<file path="config.mk">
export PLATFORM = sky130hd
export DESIGN_NAME = szbt_timing
export DESIGN_NICKNAME = d
export VERILOG_FILES = /design/src/design/szbt_pkg.sv /design/src/design/szbt_timing.sv
export VERILOG_INCLUDE_DIRS = /design/src /design/src/design
export SDC_FILE = /design/constraint.sdc
export NUM_CORES = 1
export LEC_CHECK = 0
export BUFFER_PORTS_ARGS = -buffer_cell sky130_fd_sc_hd__buf_2
export CAP_MARGIN = 20
export CORE_MARGIN = 2
export CORE_UTILIZATION = 50
export CTS_CLUSTER_DIAMETER = 40
export DETAILED_ROUTE_END_ITERATION = 10
export HOLD_SLACK_MARGIN = 0.15
export PLACE_DENSITY = 0.81
export SYNTH_ARGS = -nofsm -noshare
export SYNTH_HDL_FRONTEND = slang
export SYNTH_SLANG_ARGS = --single-unit
</file>
<file path="constraint.sdc">
create_clock -name mclk -period 6.75 [get_ports mclk]
set_input_delay 1.35 -clock mclk [delete_from_list [all_inputs] [get_ports mclk]]
set_output_delay 1.35 -clock mclk [all_outputs]
set_load 0.02 [all_outputs]
</file>
<file path="src/design/szbt_regs.svh">
// Register offsets, field positions, reset values and access lengths
// Included by the timing block, the checker and the bench; definitions only
`ifndef SZBT_REGS_SVH
`define SZBT_REGS_SVH

// ==========================================
// Register offsets (byte addresses)
`define SZBT_EWR_OFS 17'h0f900
`define SZBT_IO_ZONE_TIMING_CONFIG_OFS 17'h0f902
`define SZBT_Z0CFG_OFS 17'h0f904
`define SZBT_Z1CFG_OFS 17'h0f906

// ==========================================
// Reset values
`define SZBT_ZCFG_RST 16'h069f
`define SZBT_EWR_RST 8'h07

// ==========================================
// Field positions inside a zone configuration word
`define SZBT_WAIT_LO 0
`define SZBT_HOLD_LO 3
`define SZBT_BW_BIT 7
`define SZBT_POST_IDLE_ENABLE_BIT 9
`define SZBT_PRELIMINARY_IDLE_ENABLE_BIT 10
`define SZBT_FRE_BIT 11
`define SZBT_ZCFG_WMASK 16'h0e9f
`define SZBT_EWR_BIT 0

// ==========================================
// Address ranges
`define SZBT_FLASH_LO_END 17'h0bfff
`define SZBT_FLASH_HI_BEG 17'h1c000
`define SZBT_FLASH_HI_END 17'h1ffff
`define SZBT_RAM_BEG 17'h0c000
`define SZBT_RAM_END 17'h0cbff
`define SZBT_BOOT_BEG 17'h0e000
`define SZBT_BOOT_END 17'h0e5ff
`define SZBT_EEP_BEG 17'h0f000
`define SZBT_EEP_END 17'h0f27f
`define SZBT_PER0_BEG 17'h0f800
`define SZBT_PER0_END 17'h0faff
`define SZBT_IO_BEG 17'h0fb00
`define SZBT_IO_END 17'h0fb16
`define SZBT_PER1_BEG 17'h0fc00
`define SZBT_PER1_END 17'h0ffff

// ==========================================
// Fixed access lengths in clock cycles
`define SZBT_RAM_CYC 5'd1
`define SZBT_EEP_FAST_CYC 5'd1
`define SZBT_EEP_SLOW_CYC 5'd2
`define SZBT_PER_CYC 5'd2
`define SZBT_IO_BASE_CYC 5'd3
`define SZBT_NORM_BASE_CYC 5'd2
`define SZBT_FAST_CYC 5'd1

`endif

</file>
<file path="src/design/szbt_pkg.sv">
// Types shared by the static zone bus timing block
// Assumes szbt_regs.svh sits on the include path
package szbt_pkg;

   // ==========================================
   // Zone that an access falls into
   typedef enum logic [2:0] {
      SZBT_Z_FLASH,
      SZBT_Z_BOOT,
      SZBT_Z_RAM,
      SZBT_Z_EEP,
      SZBT_Z_PER,
      SZBT_Z_IO,
      SZBT_Z_NONE
   } szbt_zone_type;

   // ==========================================
   // Zone configuration word layout
   typedef struct packed {
      logic [3:0] rsv_hi;
      logic fast_read_enable;
      logic preliminary_idle_enable;
      logic post_idle_enable;
      logic rsv_8;
      logic bus_width_select;
      logic [1:0] rsv_6;
      logic [1:0] hold_count;
      logic [2:0] wait_count;
   } szbt_zcfg_type;

   // ==========================================
   // Core bus request
   typedef struct packed {
      logic req;
      logic wr;
      logic [16:0] addr;
      logic [15:0] wdata;
   } szbt_req_type;

   // ==========================================
   // Memory side strobe
   typedef struct packed {
      logic sel;
      logic wr;
      logic [16:0] addr;
      logic [15:0] wdata;
      szbt_zone_type zone;
   } szbt_mem_type;

endpackage

</file>
<file path="src/design/szbt_timing.sv">
// Static zone bus timing: stretches core-bus accesses per zone
// Assumes a core master that holds its request until done, one clock
// How it works
// - Zone access adds internal wait cycles equal to the 3-bit wait count.
// - Zone access adds hold cycles at its end equal to the 2-bit hold count.
// - With zone 0 fast read set, wait and hold counts are ignored.
// - Zone 0 bus width bit drives bus_width_16: 0 selects 8-bit zone bus, 1 selects 16-bit.
// - Fast read completes reads in one clock; normal reads take two or more.
// - Post-idle set adds two idle cycles (ST_POST, then ST_IDLE) after a cycle when zone changes.
// - Preliminary-idle set adds one idle cycle before a cycle in a new zone.
// - Both zone configuration registers reset to 069f hex.
// - Flash at 0000-bfff and 1c000-1ffff is zone 0, timed by its register.
// - Fast-read zone 0 flash reads finish in one cycle.
// - Normal zone 0 reads add one plus wait count waits, and hold count holds.
// - Fast-read zone 0 writes get one wait with early write, none with late, and no holds.
// - Normal zone 0 writes add wait plus one (late) or two (early), plus holds.
// - Zone 0 write length: two plus early, wait, hold; or one plus early.
// - Static RAM at c000-cbff always completes in one cycle.
// - Data EEPROM at f000-f27f: one cycle if zero-wait, else two; no holds.
// - Peripherals take two cycles with one preliminary idle and no holds.
// - Port B/C range takes three plus I/O wait and hold, writes add early.
// - Early write bit: 0 late, 1 early; resets to early.
// - I/O zone register has wait, hold, width, post-idle; resets 069f hex.
`timescale 1ns/1ps
`include "szbt_regs.svh"

module szbt_timing import szbt_pkg::*; #(
   parameter int ADDR_W = 17
) (
   // Clock and reset
   input wire logic mclk,
   input wire logic rst_n,
   // Core bus
   input wire szbt_req_type core_req,
   output szbt_mem_type mem_req,
   output logic core_done,
   output logic [15:0] core_rdata,
   // Memory side
   input wire logic [15:0] mem_rdata,
   input wire logic zero_wait_state_select,
   // Configuration view
   output logic bus_width_16,
   output logic busy
);

   typedef enum {ST_IDLE, ST_PRE, ST_ACC, ST_POST} szbt_state_type;

   szbt_zcfg_type zone0_timing_config_r;
   szbt_zcfg_type zone1_timing_config_r;
   szbt_zcfg_type io_zone_timing_config_r;
   logic [7:0] bus_unit_config_r;
   szbt_state_type state_r;
   szbt_zone_type last_zone_r;
   szbt_zone_type cur_zone;
   logic [4:0] cnt_r;
   logic [4:0] len;
   logic pre_idle;
   logic post_idle_r;
   logic early_write_select;
   logic reg_hit;
   logic [15:0] reg_rdata;

   assign early_write_select = bus_unit_config_r[`SZBT_EWR_BIT];

   // ==========================================
   // Address decode
   function automatic szbt_zone_type decode(input logic [16:0] a);
      if (a <= `SZBT_FLASH_LO_END || a >= `SZBT_FLASH_HI_BEG) begin
         return SZBT_Z_FLASH;
      end
      if (a >= `SZBT_RAM_BEG && a <= `SZBT_RAM_END) begin
         return SZBT_Z_RAM;
      end
      if (a >= `SZBT_BOOT_BEG && a <= `SZBT_BOOT_END) begin
         return SZBT_Z_BOOT;
      end
      if (a >= `SZBT_EEP_BEG && a <= `SZBT_EEP_END) begin
         return SZBT_Z_EEP;
      end
      if (a >= `SZBT_IO_BEG && a <= `SZBT_IO_END) begin
         return SZBT_Z_IO;
      end
      if ((a >= `SZBT_PER0_BEG && a <= `SZBT_PER0_END) ||
          (a >= `SZBT_PER1_BEG && a <= `SZBT_PER1_END)) begin
         return SZBT_Z_PER;
      end
      return SZBT_Z_NONE;
   endfunction

   // Cycles of a configurable zone in normal mode
   function automatic logic [4:0] zone_len(input szbt_zcfg_type c, input logic wr,
                                           input logic e);
      logic [4:0] n;
      n = `SZBT_NORM_BASE_CYC + {2'b00, c.wait_count} + {3'b000, c.hold_count};
      if (wr) begin
         n = n + {4'b0000, e};
      end
      return n;
   endfunction

   // ==========================================
   // Access length per zone
   always_comb begin
      cur_zone = decode(core_req.addr);
      len = `SZBT_RAM_CYC;
      pre_idle = 1'b0;
      case (cur_zone)
         SZBT_Z_FLASH: begin
            if (zone0_timing_config_r.fast_read_enable) begin
               len = `SZBT_FAST_CYC + (core_req.wr ? {4'b0000, early_write_select} : 5'd0);
            end else begin
               len = zone_len(zone0_timing_config_r, core_req.wr, early_write_select);
            end
            pre_idle = zone0_timing_config_r.preliminary_idle_enable;
         end
         SZBT_Z_BOOT: begin
            if (zone0_timing_config_r.fast_read_enable) begin
               len = `SZBT_FAST_CYC + (core_req.wr ? {4'b0000, early_write_select} : 5'd0);
            end else begin
               len = zone_len(zone1_timing_config_r, core_req.wr, early_write_select);
            end
            pre_idle = zone1_timing_config_r.preliminary_idle_enable;
         end
         SZBT_Z_RAM: len = `SZBT_RAM_CYC;
         SZBT_Z_EEP: begin
            len = zero_wait_state_select ? `SZBT_EEP_FAST_CYC : `SZBT_EEP_SLOW_CYC;
         end
         SZBT_Z_PER: begin
            len = `SZBT_PER_CYC;
            pre_idle = 1'b1;
         end
         SZBT_Z_IO: begin
            len = `SZBT_IO_BASE_CYC + {2'b00, io_zone_timing_config_r.wait_count} +
                  {3'b000, io_zone_timing_config_r.hold_count} +
                  (core_req.wr ? {4'b0000, early_write_select} : 5'd0);
         end
         default: len = `SZBT_RAM_CYC;
      endcase
      pre_idle = pre_idle && (cur_zone != last_zone_r);
   end

   // ==========================================
   // Register file
   assign reg_hit = core_req.addr == `SZBT_EWR_OFS || core_req.addr == `SZBT_IO_ZONE_TIMING_CONFIG_OFS ||
                    core_req.addr == `SZBT_Z0CFG_OFS || core_req.addr == `SZBT_Z1CFG_OFS;

   always_comb begin
      case (core_req.addr)
         `SZBT_EWR_OFS: reg_rdata = {8'h00, bus_unit_config_r};
         `SZBT_IO_ZONE_TIMING_CONFIG_OFS: reg_rdata = io_zone_timing_config_r;
         `SZBT_Z0CFG_OFS: reg_rdata = zone0_timing_config_r;
         `SZBT_Z1CFG_OFS: reg_rdata = zone1_timing_config_r;
         default: reg_rdata = 16'h0000;
      endcase
   end

   always_ff @(posedge mclk) begin
      if (!rst_n) begin
         zone0_timing_config_r <= `SZBT_ZCFG_RST;
         zone1_timing_config_r <= `SZBT_ZCFG_RST;
         io_zone_timing_config_r <= `SZBT_ZCFG_RST;
         bus_unit_config_r <= `SZBT_EWR_RST;
      end else if (state_r == ST_ACC && cnt_r == 5'd1 && core_req.wr) begin
         // Reserved bits are kept at zero regardless of software
         case (core_req.addr)
            `SZBT_EWR_OFS: bus_unit_config_r <= core_req.wdata[7:0] & 8'h07;
            `SZBT_IO_ZONE_TIMING_CONFIG_OFS: io_zone_timing_config_r <= core_req.wdata & 16'h029f;
            `SZBT_Z0CFG_OFS: zone0_timing_config_r <= core_req.wdata & `SZBT_ZCFG_WMASK;
            `SZBT_Z1CFG_OFS: zone1_timing_config_r <= core_req.wdata & `SZBT_ZCFG_WMASK;
            default: ;
         endcase
      end
   end

   // ==========================================
   // Bus cycle sequencer
   always_ff @(posedge mclk) begin
      if (!rst_n) begin
         state_r <= ST_IDLE;
         cnt_r <= 5'd0;
         last_zone_r <= SZBT_Z_NONE;
         post_idle_r <= 1'b0;
      end else begin
         case (state_r)
            ST_IDLE: begin
               if (core_req.req) begin
                  if (post_idle_r && decode(core_req.addr) != last_zone_r) begin
                     state_r <= ST_POST;
                  end else if (pre_idle) begin
                     state_r <= ST_PRE;
                  end else begin
                     state_r <= ST_ACC;
                     cnt_r <= reg_hit ? `SZBT_PER_CYC : len;
                  end
               end
            end
            ST_POST: begin
               post_idle_r <= 1'b0;
               state_r <= ST_IDLE;
            end
            ST_PRE: begin
               state_r <= ST_ACC;
               cnt_r <= reg_hit ? `SZBT_PER_CYC : len;
               last_zone_r <= cur_zone;
            end
            ST_ACC: begin
               if (cnt_r == 5'd1) begin
                  state_r <= ST_IDLE;
                  last_zone_r <= cur_zone;
                  case (cur_zone)
                     SZBT_Z_FLASH: post_idle_r <= zone0_timing_config_r.post_idle_enable;
                     SZBT_Z_BOOT: post_idle_r <= zone1_timing_config_r.post_idle_enable;
                     SZBT_Z_IO: post_idle_r <= io_zone_timing_config_r.post_idle_enable;
                     default: post_idle_r <= 1'b0;
                  endcase
               end
               cnt_r <= cnt_r - 5'd1;
            end
            default: state_r <= ST_IDLE;
         endcase
      end
   end

   // ==========================================
   // Registered outputs
   always_ff @(posedge mclk) begin
      if (!rst_n) begin
         mem_req <= '0;
         core_done <= 1'b0;
         core_rdata <= 16'h0000;
         busy <= 1'b0;
         bus_width_16 <= 1'b1;
      end else begin
         mem_req.sel <= (state_r == ST_ACC) && !reg_hit && cnt_r != 5'd1;
         mem_req.wr <= core_req.wr;
         mem_req.addr <= core_req.addr;
         mem_req.wdata <= core_req.wdata;
         mem_req.zone <= cur_zone;
         core_done <= (state_r == ST_ACC) && cnt_r == 5'd1;
         core_rdata <= reg_hit ? reg_rdata : mem_rdata;
         busy <= state_r != ST_IDLE;
         bus_width_16 <= zone0_timing_config_r.bus_width_select;
      end
   end

endmodule

</file>
==> metrics, run 1 <==
status=complete, no violations; relative slew slack=41.2%; commonest cells in the netlist=97 x dfxtp_1, 75 x nand2_1, 35 x and2_1; final setup vio count=0; IO Pins=~110; Clk pwr share=between 20% and 30%; mapped cell area=around 4600 um2; Critical path buffers and inverters=1; leak pwr=2.62 nW; final wirelength=roughly 11 mm; EDFF count, synth=0; vias in the first global route=~3.7k; hpwl dp=8.35 mm; Initial Utilization=around half; Cell Pwr Density=242 nW/um2; post-CTS setup buffer count=0; CP max stage cell=a311o_1; CTS tree=built; Hold Buf Count CTS=0; area leader, netlist=dfxtp_1; Clock Pin Slew Worst Setup and Hold Paths=roughly 0.09 ns; Finished Cell Area=roughly 5400 um2; DP Worst Slack=slightly above 3 ns; area delta synth->final=17.6%; Setup TNS Final=0 ns; hold slack=~0.46 ns; Ys Warns=0; CP arrival=approximately 3.7 ns; CTS root buf=clkbuf_8; initial antenna violation count=0; die height=100 um; Sink Count=97; Synth cell types=about 70; Crit path largest cell delay=0.48 ns; Worst setup SP type=primary input; TritonRoute pass-1 iters=7; htree depth=3; combinational group share of total power=between 20% and 30%; Final Core Density=approximately three fifths; measured slew at the worst slew-check pin=between 0.8 and 0.9 ns; first-pass GRT wire length=18.1 mm; clock latency on the worst-skew pair=approximately 0.36 ns; count leader, synth=dfxtp_1; Hold Crit Class=flop to flop; CP required=7.03 ns; critical path class=primary input to flop; standard-cell rows=35; Synth area leaders=dfxtp_1 42%, nand2_1 6.1%, ha_1 5.7%; Post-DP Area=between 5000 and 6000 um2; via count=approximately 4.0k; internal power=around 0.00091 W; top-area cell type share of the netlist area=a little over two fifths; DRC viols=0; max cap viols=0; number of diodes=0; max-slew violation count=0; Final min period=between 3 and 4 ns; critical path, cell by cell=buf_2, nand2_1, nor4b_2, o211ai_1, a311o_1, nor4b_1, a31oi_1, o32ai_2; Routed wire per std cell=15.6 um; Iteration-0 DRC Markers=about 230; total track usage=between 20% and 30%; Setup WS post-layout=approximately 3.3 ns; Max Fclk=0.289 GHz; clk_skew=approximately 0.0085 ns; total congestion overflow=0; CP endpoint kind=flop; Port Buf Inserts=110; Synth async-reset ratio=0%; placer congestion estimate=just over 0.9; unrepaired setup endpoints after global routing=no; maximum buffer depth of the clock tree=2; post-route ant nets=0; # resized after CTS=0; Layout Nets=about 670; largest net degree at the start of global routing=81; sw frac=a little under a third; vias per cell=5.61; final count of hold timing violations=0; Syn Nets=about 570; Seq/Total Area, Yosys=a little over two fifths; syn avg cell area=roughly 9.3 um2; worst-path maximum fanout=19; Die W=100 um; NetSw=between 0.0004 and 0.0005 W; top cell family by delay on the critical path=compound AO/OA/AOI/OAI gates; CTS buffer count=9; peak supply drop=roughly 100 uV; Flop pwr share=47.8%; top_reg_cell synth=dfxtp_1; die footprint=around 10,000 um2; core footprint=approximately 9100 um2; Seq cells post-synth=just under 100; final cycle utilization of the critical path=between 50 and 60%; layout cells sized above 1=a little over a quarter; Synth Instances=about 500
cells by family after synthesis:
group | share of synthesized area (%)
adders and majority gates | 6.97
xor gates and xnor gates | 1.32
DFF | 41.9
AOI/OAI and AO/OA | 14.4
and+or+nand+nor | 23.8
buffers and inverters | 4.16
muxes | 7.45
cell usage in the layout, fill, tap and decap left out, types with 4 or more instances in the layout:
| cell type | netlist | routed |
|---|---|---|
| buf_2 | 4 | 110 |
| dfxtp_1 | 97 | 97 |
| nand2_1 | 75 | 75 |
| and2_1 | 35 | 35 |
| inv_1 | 27 | 27 |
| nor2_1 | 21 | 21 |
| mux2i_1 | 21 | 21 |
| ha_1 | 21 | 21 |
| a21oi_1 | 18 | 18 |
| nor3_1 | 13 | 13 |
| o21ai_0 | 12 | 12 |
| clkbuf_8 | 0 | 10 |
| and3_1 | 9 | 9 |
| nand3_1 | 9 | 9 |
| o211ai_1 | 8 | 8 |
| nand2b_1 | 7 | 7 |
| mux2_2 | 6 | 6 |
| xor2_1 | 6 | 6 |
| nor2b_1 | 5 | 5 |
| a22oi_1 | 5 | 5 |
| a221oi_1 | 5 | 5 |
| a31oi_1 | 4 | 4 |
| nand4b_1 | 4 | 4 |
| o22ai_1 | 4 | 4 |
| inv_6 | 0 | 4 |
final cells by class:
| cell class | count | area [um2] |
|---|---|---|
| timing repair buffer | 111 | 558 |
| inverter | 27 | 101 |
| sequential | 97 | 1940 |
| tap | 111 | 139 |
| fill | 795 | 3660 |
| clock buffer | 10 | 138 |
| multi-input combinational | 350 | 2500 |
| clock inverter | 6 | 70.1 |
metal layers:
layer	track usage, %	wire length [um]
met3	4.11	589
met1	29.4	4890
met5	0	0
met4	7.48	196
met2	38.2	5420
worst min-delay path, delay by kind of cell (launching register included):
family	cells	cell delay, ns
flip-flops	1	0.33
AND/OR/NAND/NOR	2	0.10
registers in the layout (all words and copies together) (netlist names):
signal / flops
bus_unit_config_r: 3
bus_width_16: 1
busy: 1
cnt_r: 5
core_done: 1
core_rdata: 16
io_zone_timing_config_r: 8
last_zone_r: 3
mem_req: 38
post_idle_r: 1
state_r: 2
zone0_timing_config_r: 9
zone1_timing_config_r: 9
power groups by stage:
stage	sequential (W)	combinational (W)	clock [W]
floorplan	0.000664	0.000184	0
detailed placement	0.000642	0.000290	0
CTS	0.000629	0.000292	0.000402
global route	0.000633	0.000324	0.000430
global placement	0.000640	0.000284	0
finish	0.000628	0.000294	0.000393
through the flow:
stage,cells,power [W]
floorplan,496,0.000848
CTS,712,0.00132
global placement,696,0.000924
detailed placement,696,0.000932
global route,712,0.00139
finish,712,0.00132
path summary, 6_finish.rpt:
| kind | end | slack, ns | cells past startpoint | startpoint |
|---|---|---|---|---|
| setup / recovery | cnt_r[4]$_SDFFE_PN0P_ | 3.28 | 8 | core_req[17] |
| setup reg to reg | cnt_r[4]$_SDFFE_PN0P_ | 4.12 | 11 | zone1_timing_config_r[1]$_SDFFE_PN1P_ |
| hold / removal | io_zone_timing_config_r[10]$_SDFFE_PN1P_ | 0.46 | 2 | io_zone_timing_config_r[10]$_SDFFE_PN1P_ |
| hold reg to reg | io_zone_timing_config_r[10]$_SDFFE_PN1P_ | 0.46 | 2 | io_zone_timing_config_r[10]$_SDFFE_PN1P_ |
(Power assumes the default switching activity.)
==> inputs of run 2 (changes only) <==
--- a/config.mk
+++ b/config.mk
@@ -6,14 +6,15 @@
 export SDC_FILE = /design/constraint.sdc
 export NUM_CORES = 1
 export LEC_CHECK = 0
+export ABC_AREA = 1
 export BUFFER_PORTS_ARGS = -buffer_cell sky130_fd_sc_hd__buf_2
 export CAP_MARGIN = 20
 export CORE_MARGIN = 2
-export CORE_UTILIZATION = 50
+export CORE_UTILIZATION = 48
 export CTS_CLUSTER_DIAMETER = 40
 export DETAILED_ROUTE_END_ITERATION = 10
 export HOLD_SLACK_MARGIN = 0.15
-export PLACE_DENSITY = 0.81
+export PLACE_DENSITY = 0.82
 export SYNTH_ARGS = -nofsm -noshare
 export SYNTH_HDL_FRONTEND = slang
 export SYNTH_SLANG_ARGS = --single-unit
==> constraint.sdc (replaced) <==
create_clock -name mclk -period 2.81 [get_ports mclk]
set_input_delay 0.562 -clock mclk [delete_from_list [all_inputs] [get_ports mclk]]
set_output_delay 0.562 -clock mclk [all_outputs]
set_load 0.02 [all_outputs]
==> run 2 against run 1 <==
Against the previous run: hold slack worse by 0.095 ns; clock skew down 0.0022 ns; largest power group unchanged; final cell count up 22%; total power up 120%; area after synthesis down 0.49%; largest cell class unchanged; global-route usage up 0.45 points; die area up 3.5%; first-iteration DRC count up 13%; non-clock buffer count up 9.
==> metrics, run 2 <==
CP endpoint kind=flop (unchanged); core footprint=9280 um2 (was 9110 um2); NetSw=0.000881 W (was 0.000405 W); top-area cell type share of the netlist area=42.1% (was 41.9%); Hold Crit Start=core_req[14] (was io_zone_timing_config_r[10]$_SDFFE_PN1P_); Max Fclk=0.409 GHz; status=complete, no violations (unchanged); area leader, netlist=dfxtp_1 (unchanged); hpwl dp=8.92 mm (was 8.35 mm); via count=4,369 (was 3,992); DRC viols=0 (unchanged); Sink Count=97 (unchanged); Ys Warns=0 (unchanged); R2R cell count=12 (was 11); final setup vio count=0 (unchanged); max-slew violation count=0 (unchanged); Seq/Total Area, Yosys=42.1% (was 41.9%); internal power=0.00205 W (was 0.000911 W); Iteration-0 DRC Markers=260 (was 231); Setup TNS Final=0 ns (unchanged); unrepaired setup endpoints after global routing=no (unchanged); area delta synth->final=20.1% (was 17.6%); Cell Pwr Density=529 nW/um2 (was 242 nW/um2); post-CTS setup buffer count=0 (unchanged); Top Registers=mem_req (38), core_rdata (16) (unchanged); final wirelength=11.4 mm (was 11.1 mm); # resized after CTS=0 (unchanged); total track usage=23.1% (was 22.7%); TritonRoute pass-1 iters=5 (was 7); top_reg_cell synth=dfxtp_1 (unchanged); vias per cell=5.02 (was 5.61); CP arrival=2.70 ns (was 3.74 ns); sequential cell area=1940 um2 (unchanged); Worst R2R End=io_zone_timing_config_r[3]$_SDFFE_PN1P_ (was cnt_r[4]$_SDFFE_PN0P_); setup slack, reg-to-reg=0.37 ns (was 4.12 ns); post-route ant nets=0 (unchanged); commonest non-fill, non-tap cell in the layout=nand2_1 (was buf_2); Routed wire per std cell=13.1 um (was 15.6 um); Clock Pin Slew Worst Setup and Hold Paths=0.10 ns (was 0.09 ns); Hold Path Depth=3 (was 2); Worst setup SP type=flop (was primary input); final count of hold timing violations=0 (unchanged); standard-cell rows=35 (unchanged); total power=0.00293 W (was 0.00132 W); Synth cell types=45 (was 72); die footprint=10,400 um2 (was 10,100 um2); CTS root buf=clkbuf_8 (unchanged); clk_skew=0.00631 ns (was 0.00848 ns); Multi-input gate area=2150 um2 (was 2500 um2); Finished Cell Area=5540 um2 (was 5450 um2); critical path class=flop to flop (was primary input to flop); Post-DP Area=5340 um2 (was 5240 um2); most flop-heavy register=mem_req (unchanged); Syn Nets=698 (was 574); leak pwr=3.07 nW (was 2.62 nW); Layout Nets=814 (was 674); Hold Buf Count CTS=0 (unchanged); Synth area leaders=dfxtp_1 42%, nand2_1 12%, inv_1 9.5% (was dfxtp_1 42%, nand2_1 6.1%, ha_1 5.7%); worst r2r src=state_r[0]$_SDFFE_PN0P_ (was zone1_timing_config_r[1]$_SDFFE_PN1P_); EDFF count, synth=0 (unchanged); final cycle utilization of the critical path=between 80% and 90%; Synth Instances=620 (was 496); die height=102 um (was 100 um); maximum buffer depth of the clock tree=2 (unchanged); Worst Hold Endpoint=mem_req[17]$_SDFF_PN0_ (was io_zone_timing_config_r[10]$_SDFFE_PN1P_); Die W=102 um (was 100 um); total congestion overflow=0 (unchanged); sw frac=30.1% (was 30.8%); IO Pins=111 (unchanged); CTS tree=built (unchanged); Final Core Density=59.6% (was 59.8%); largest net degree at the start of global routing=32 (was 81); Synth async-reset ratio=0% (unchanged); htree depth=3 (unchanged); max cap viols=0 (unchanged); number of diodes=0 (unchanged); commonest cells in the netlist=145 x nand2_1, 117 x inv_1, 97 x dfxtp_1 (was 97 x dfxtp_1, 75 x nand2_1, 35 x and2_1); Seq cells post-synth=97 (unchanged); layout cells sized above 1=21.6% (was 26.6%); placer congestion estimate=0.978 (was 0.933); most frequent cells in the layout=145 x nand2_1, 117 x inv_1, 110 x buf_2 (was 110 x buf_2, 97 x dfxtp_1, 75 x nand2_1); Final min period=around 2.4 ns; Hold Crit Class=primary input to flop (was flop to flop); initial antenna violation count=0 (unchanged); CP required=3.06 ns (was 7.03 ns); first-pass GRT wire length=19.0 mm (was 18.1 mm); CTS buffer count=9 (unchanged); mapped cell area=4610 um2 (was 4630 um2); Port Buf Inserts=110 (unchanged); max reg flops=38 (unchanged); vias in the first global route=4,184 (was 3,726); Layout fillers=865 (was 795); worst-path maximum fanout=9 (was 19); hold slack=0.368 ns (was 0.463 ns); Clk pwr share=32.4% (was 29.9%); Flop pwr share=50.5% (was 47.8%); combinational group share of total power=17.1% (was 22.3%); relative slew slack=58.8% (was 41.2%); syn avg cell area=7.44 um2 (was 9.34 um2); measured slew at the worst slew-check pin=0.612 ns (was 0.878 ns); Initial Utilization=49.7% (was 50.9%); clock latency on the worst-skew pair=0.37 ns (was 0.36 ns); count leader, synth=nand2_1 (was dfxtp_1); peak supply drop=280 uV (was 105 uV)
==> run 2: changes by cell type after synthesis, moves of 12 or more <==
cell,delta
inv_1,+90
o21ai_0,+13
o211ai_1,+12
nand3_1,+18
mux2i_1,-20
and2_1,-35
nor2_1,+30
nand2_1,+70
==> run 2: kinds of logic after synthesis <==
family	after synthesis	share of synthesized area, %
AO/OA/AOI/OAI	94	13.1
XOR/XNOR	5	0.950
adder cells (fa/ha/maj)	24	7.00
buffers and inverters	136	11.3
flip-flops	97	42.1
multiplexers	1	0.217
AND/OR/NAND/NOR	263	25.3
==> run 2: layout make-up <==
type	count	share of cell area [%]
clock inverter	6	1.36
timing repair buffer	120	11.3
multi-input combinational	387	38.8
clock buffer	10	2.30
inverter	121	8.27
sequential	97	35.1
tap	129	2.91
==> run 2: power by group through the flow <==
stage | clock network [W] | registers (W) | logic, W
global route | 0.00102 | 0.00149 | 0.000565
global placement | 0 | 0.00151 | 0.000485
finish | 0.000947 | 0.00148 | 0.000501
floorplan | 0 | 0.00156 | 0.000277
CTS | 0.000960 | 0.00148 | 0.000502
detailed placement | 0 | 0.00151 | 0.000500
==> run 2: how the worst max path moves through the flow <==
stage,start,end,slack (ns),depth (start not counted)
4_1_cts,state_r[0]$_SDFFE_PN0P_,io_zone_timing_config_r[3]$_SDFFE_PN1P_,0.39,12
6_report,state_r[0]$_SDFFE_PN0P_,io_zone_timing_config_r[3]$_SDFFE_PN1P_,0.37,12
2_1_floorplan,zone0_timing_config_r[1]$_SDFFE_PN1P_,cnt_r[3]$_SDFFE_PN0P_,0.59,14
3_3_place_gp,core_req[33],cnt_r[2]$_SDFFE_PN0P_,0.43,14
3_5_place_dp,core_req[33],cnt_r[1]$_SDFFE_PN0P_,0.38,14
5_1_grt,state_r[0]$_SDFFE_PN0P_,io_zone_timing_config_r[9]$_SDFFE_PN1P_,0.14,12
==> run 2: per-stage QoR <==
step,instances,setup slack [ns]
after floorplan,620,0.590
after global placement,854,0.427
after detailed placement,854,0.380
after CTS,870,0.391
after global routing,870,0.141
final,870,0.366
==> run 2: routing by layer <==
| metal | wire, um | part of all wire (%) | vias to the layer above | GRT usage, % |
|---|---|---|---|---|
| met4 | 150 | 1.3 | 0 | 7.18 |
| met1 | 5190 | 45 | 1992 | 29.5 |
| met5 | 0 | 0 | - | 0 |
| li1 | - | - | 2203 | - |
| met2 | 5370 | 47 | 161 | 39.5 |
| met3 | 725 | 6.3 | 13 | 4.65 |
==> run 2: worst max-delay path, stage by stage (launching register included) <==
cell and delay [ns]:
dfxtp_1 0.36, inv_1 0.10, ha_1 0.30, clkinv_1 0.29
nor2_1 0.16, inv_1 0.12, nor2_1 0.29, inv_1 0.15
nor2_1 0.16, buf_4 0.18, inv_1 0.08, nand2_1 0.06
nand3_1 0.06
==> inputs of run 3 (changes only) <==
--- a/config.mk
+++ b/config.mk
@@ -6,15 +6,14 @@
 export SDC_FILE = /design/constraint.sdc
 export NUM_CORES = 1
 export LEC_CHECK = 0
-export ABC_AREA = 1
-export BUFFER_PORTS_ARGS = -buffer_cell sky130_fd_sc_hd__buf_2
 export CAP_MARGIN = 20
 export CORE_MARGIN = 2
-export CORE_UTILIZATION = 48
+export CORE_UTILIZATION = 50
 export CTS_CLUSTER_DIAMETER = 40
 export DETAILED_ROUTE_END_ITERATION = 10
+export DONT_BUFFER_PORTS = 1
 export HOLD_SLACK_MARGIN = 0.15
-export PLACE_DENSITY = 0.82
+export PLACE_DENSITY = 0.74
 export SYNTH_ARGS = -nofsm -noshare
 export SYNTH_HDL_FRONTEND = slang
 export SYNTH_SLANG_ARGS = --single-unit
==> run 3 against run 2 <==
Against the previous run: hold slack got worse by 0.10 ns; first-iteration DRC count fell by 4.6%; die area fell by 3.4%; utilization fell by 5.3 points; total power rose by 8.4%; final area fell by 11%; maximum frequency fell by 5.7%; flip-flop and latch count did not move.
==> metrics, run 3 (synthesis results as in run 1) <==
unrepaired setup endpoints after global routing=no (unchanged); status=complete, no violations (unchanged); Layout Nets=568 (was 814); CP max stage cell=fa_1 (was dfxtp_1); Routed wire per std cell=17.8 um (was 13.1 um); first-pass GRT wire length=17.0 mm (was 19.0 mm); TritonRoute pass-1 iters=5 (unchanged); vias in the first global route=3,426 (was 4,184); leak pwr=2.16 nW (was 3.07 nW); CTS buffer count=9 (unchanged); Die W=100 um (was 102 um); Most common cell on crit path=inv_1 (unchanged); core footprint=9110 um2 (was 9280 um2); area delta synth->final=6.86% (was 20.1%); Setup TNS Final=0 ns (unchanged); peak supply drop=382 uV (was 280 uV); post-CTS setup buffer count=0 (unchanged); Worst setup SP type=flop (unchanged); most flop-heavy register=mem_req (unchanged); total power=0.00317 W (was 0.00293 W); Cell Pwr Density=641 nW/um2 (was 529 nW/um2); maximum buffer depth of the clock tree=2 (unchanged); CTS root buf=clkbuf_8 (unchanged); worst-path maximum fanout=3 (was 9); Critical path buffers and inverters=3 (was 6); # resized after CTS=0 (unchanged); hpwl dp=7.72 mm (was 8.92 mm); Initial Utilization=50.9% (was 49.7%); Hold Buf Count CTS=0 (unchanged); CP arrival=2.87 ns (was 2.70 ns); Clock Pin Slew Worst Setup and Hold Paths=0.10 ns (about the same); standard-cell rows=35 (unchanged); placed cell count=590 (was 854); Hold Crit Class=primary input to flop (unchanged); max reg flops=38 (unchanged); CTS tree=built (unchanged); die height=100 um (was 102 um); measured slew at the worst slew-check pin=0.862 ns (was 0.612 ns); layout cells sized above 1=10.5% (was 21.6%); die footprint=10,100 um2 (was 10,400 um2); largest net degree at the start of global routing=81 (was 32); Final min period=2.59 ns (was 2.44 ns); placer congestion estimate=0.925 (was 0.978); number of diodes=0 (unchanged); Finished Layout Cells=605 (was 870); post-route ant nets=0 (unchanged); critical path, cell by cell=inv_1, ha_1, inv_1, ha_1, inv_1, fa_1, nand4b_1, xor2_1, a22oi_1, o22a_1, o21ai_0, nand2_1, o22ai_1 (was inv_1, ha_1, clkinv_1, nor2_1, inv_1, nor2_1, inv_1, nor2_1, buf_4, inv_1, nand2_1, nand3_1); commonest non-fill, non-tap cell in the layout=dfxtp_1 (was nand2_1); vias per cell=5.87 (was 5.02); clock latency on the worst-skew pair=0.37 ns (about the same); via count=3,551 (was 4,369); critical path class=flop to flop (unchanged); Final Core Density=54.4% (was 59.6%); clk_skew=0.0129 ns (was 0.00631 ns); CP endpoint kind=flop (unchanged); max-slew violation count=0 (unchanged); final count of hold timing violations=0 (unchanged); htree depth=3 (unchanged); total track usage=21.6% (was 23.1%); CP required=3.09 ns (was 3.06 ns); Iteration-0 DRC Markers=248 (was 260); top cell family by delay on the critical path=adder cells (was buffers and inverters); relative slew slack=42.5% (was 58.8%); Sink Count=97 (unchanged); IO Pins=111 (unchanged); Crit path largest cell delay=0.49 ns (was 0.36 ns); most frequent cells in the layout=97 x dfxtp_1, 75 x nand2_1, 35 x and2_1 (was 145 x nand2_1, 117 x inv_1, 110 x buf_2); setup slack, reg-to-reg=0.22 ns (was 0.37 ns); Top Registers=mem_req (38), core_rdata (16) (unchanged); final cycle utilization of the critical path=92.2% (was 87.0%); final setup vio count=0 (unchanged); final wirelength=10.8 mm (was 11.4 mm); Port Buf Inserts=0 (was 110); Max Fclk=0.386 GHz (was 0.409 GHz); DRC viols=0 (unchanged); total congestion overflow=0 (unchanged); max cap viols=0 (unchanged); initial antenna violation count=0 (unchanged)
==> run 3: changes by cell type in the layout (fill, tap and decap cells not counted), sizes merged, moves of 32 or more <==
cell	change
nor2	-32
buf	-115
inv	-95
and2	+36
nand2	-78
==> run 3: power breakdown <==
part / leakage (nW) / switching, W / total (W) / internal (W)
clock: 0.109 / 0.000476 / 0.00106 / 0.000587
sequential: 0.798 / 0.000118 / 0.00158 / 0.00146
combinational: 1.25 / 0.000301 / 0.000531 / 0.000230
total: 2.16 / 0.000894 / 0.00317 / 0.00228
==> run 3: metal layers <==
| metal | global-route usage, % | vias up | wire (um) |
|---|---|---|---|
| li1 | - | 1702 | - |
| met5 | 0 | - | 0 |
| met3 | 4.67 | 13 | 552 |
| met4 | 7.27 | 0 | 127 |
| met1 | 28.8 | 1718 | 4930 |
| met2 | 34.8 | 118 | 5160 |
==> run 3: worst paths after layout <==
check / start / to / cells after the start
worst min register to register: io_zone_timing_config_r[10]$_SDFFE_PN1P_ / io_zone_timing_config_r[10]$_SDFFE_PN1P_ / 2
worst min-delay path: rst_n / last_zone_r[2]$_SDFFE_PN1P_ / 1
worst max register to register: zone1_timing_config_r[1]$_SDFFE_PN1P_ / cnt_r[3]$_SDFFE_PN0P_ / 13
worst max-delay path: zone1_timing_config_r[1]$_SDFFE_PN1P_ / cnt_r[3]$_SDFFE_PN0P_ / 13
==> run 3: cell type report <==
class / instances / area [um2]
Multi-Input combinational cell: 350 / 2500
Clock buffer: 10 / 128
Clock inverter: 5 / 105
Inverter: 27 / 101
Sequential cell: 97 / 1940
Timing Repair Buffer: 5 / 37.5
Fill cell: 818 / 4160
Tap cell: 111 / 139
==> run 3: metrics by stage <==
stage          hold WS [ns]  cell area (um2)  worst slack, ns
4_1_cts               0.246             4950            0.237
5_1_grt               0.246             4950           0.0419
3_3_place_gp          0.430             4720            0.303
2_1_floorplan         0.423             4630            0.381
3_5_place_dp          0.434             4720            0.271
6_report              0.264             4950            0.219
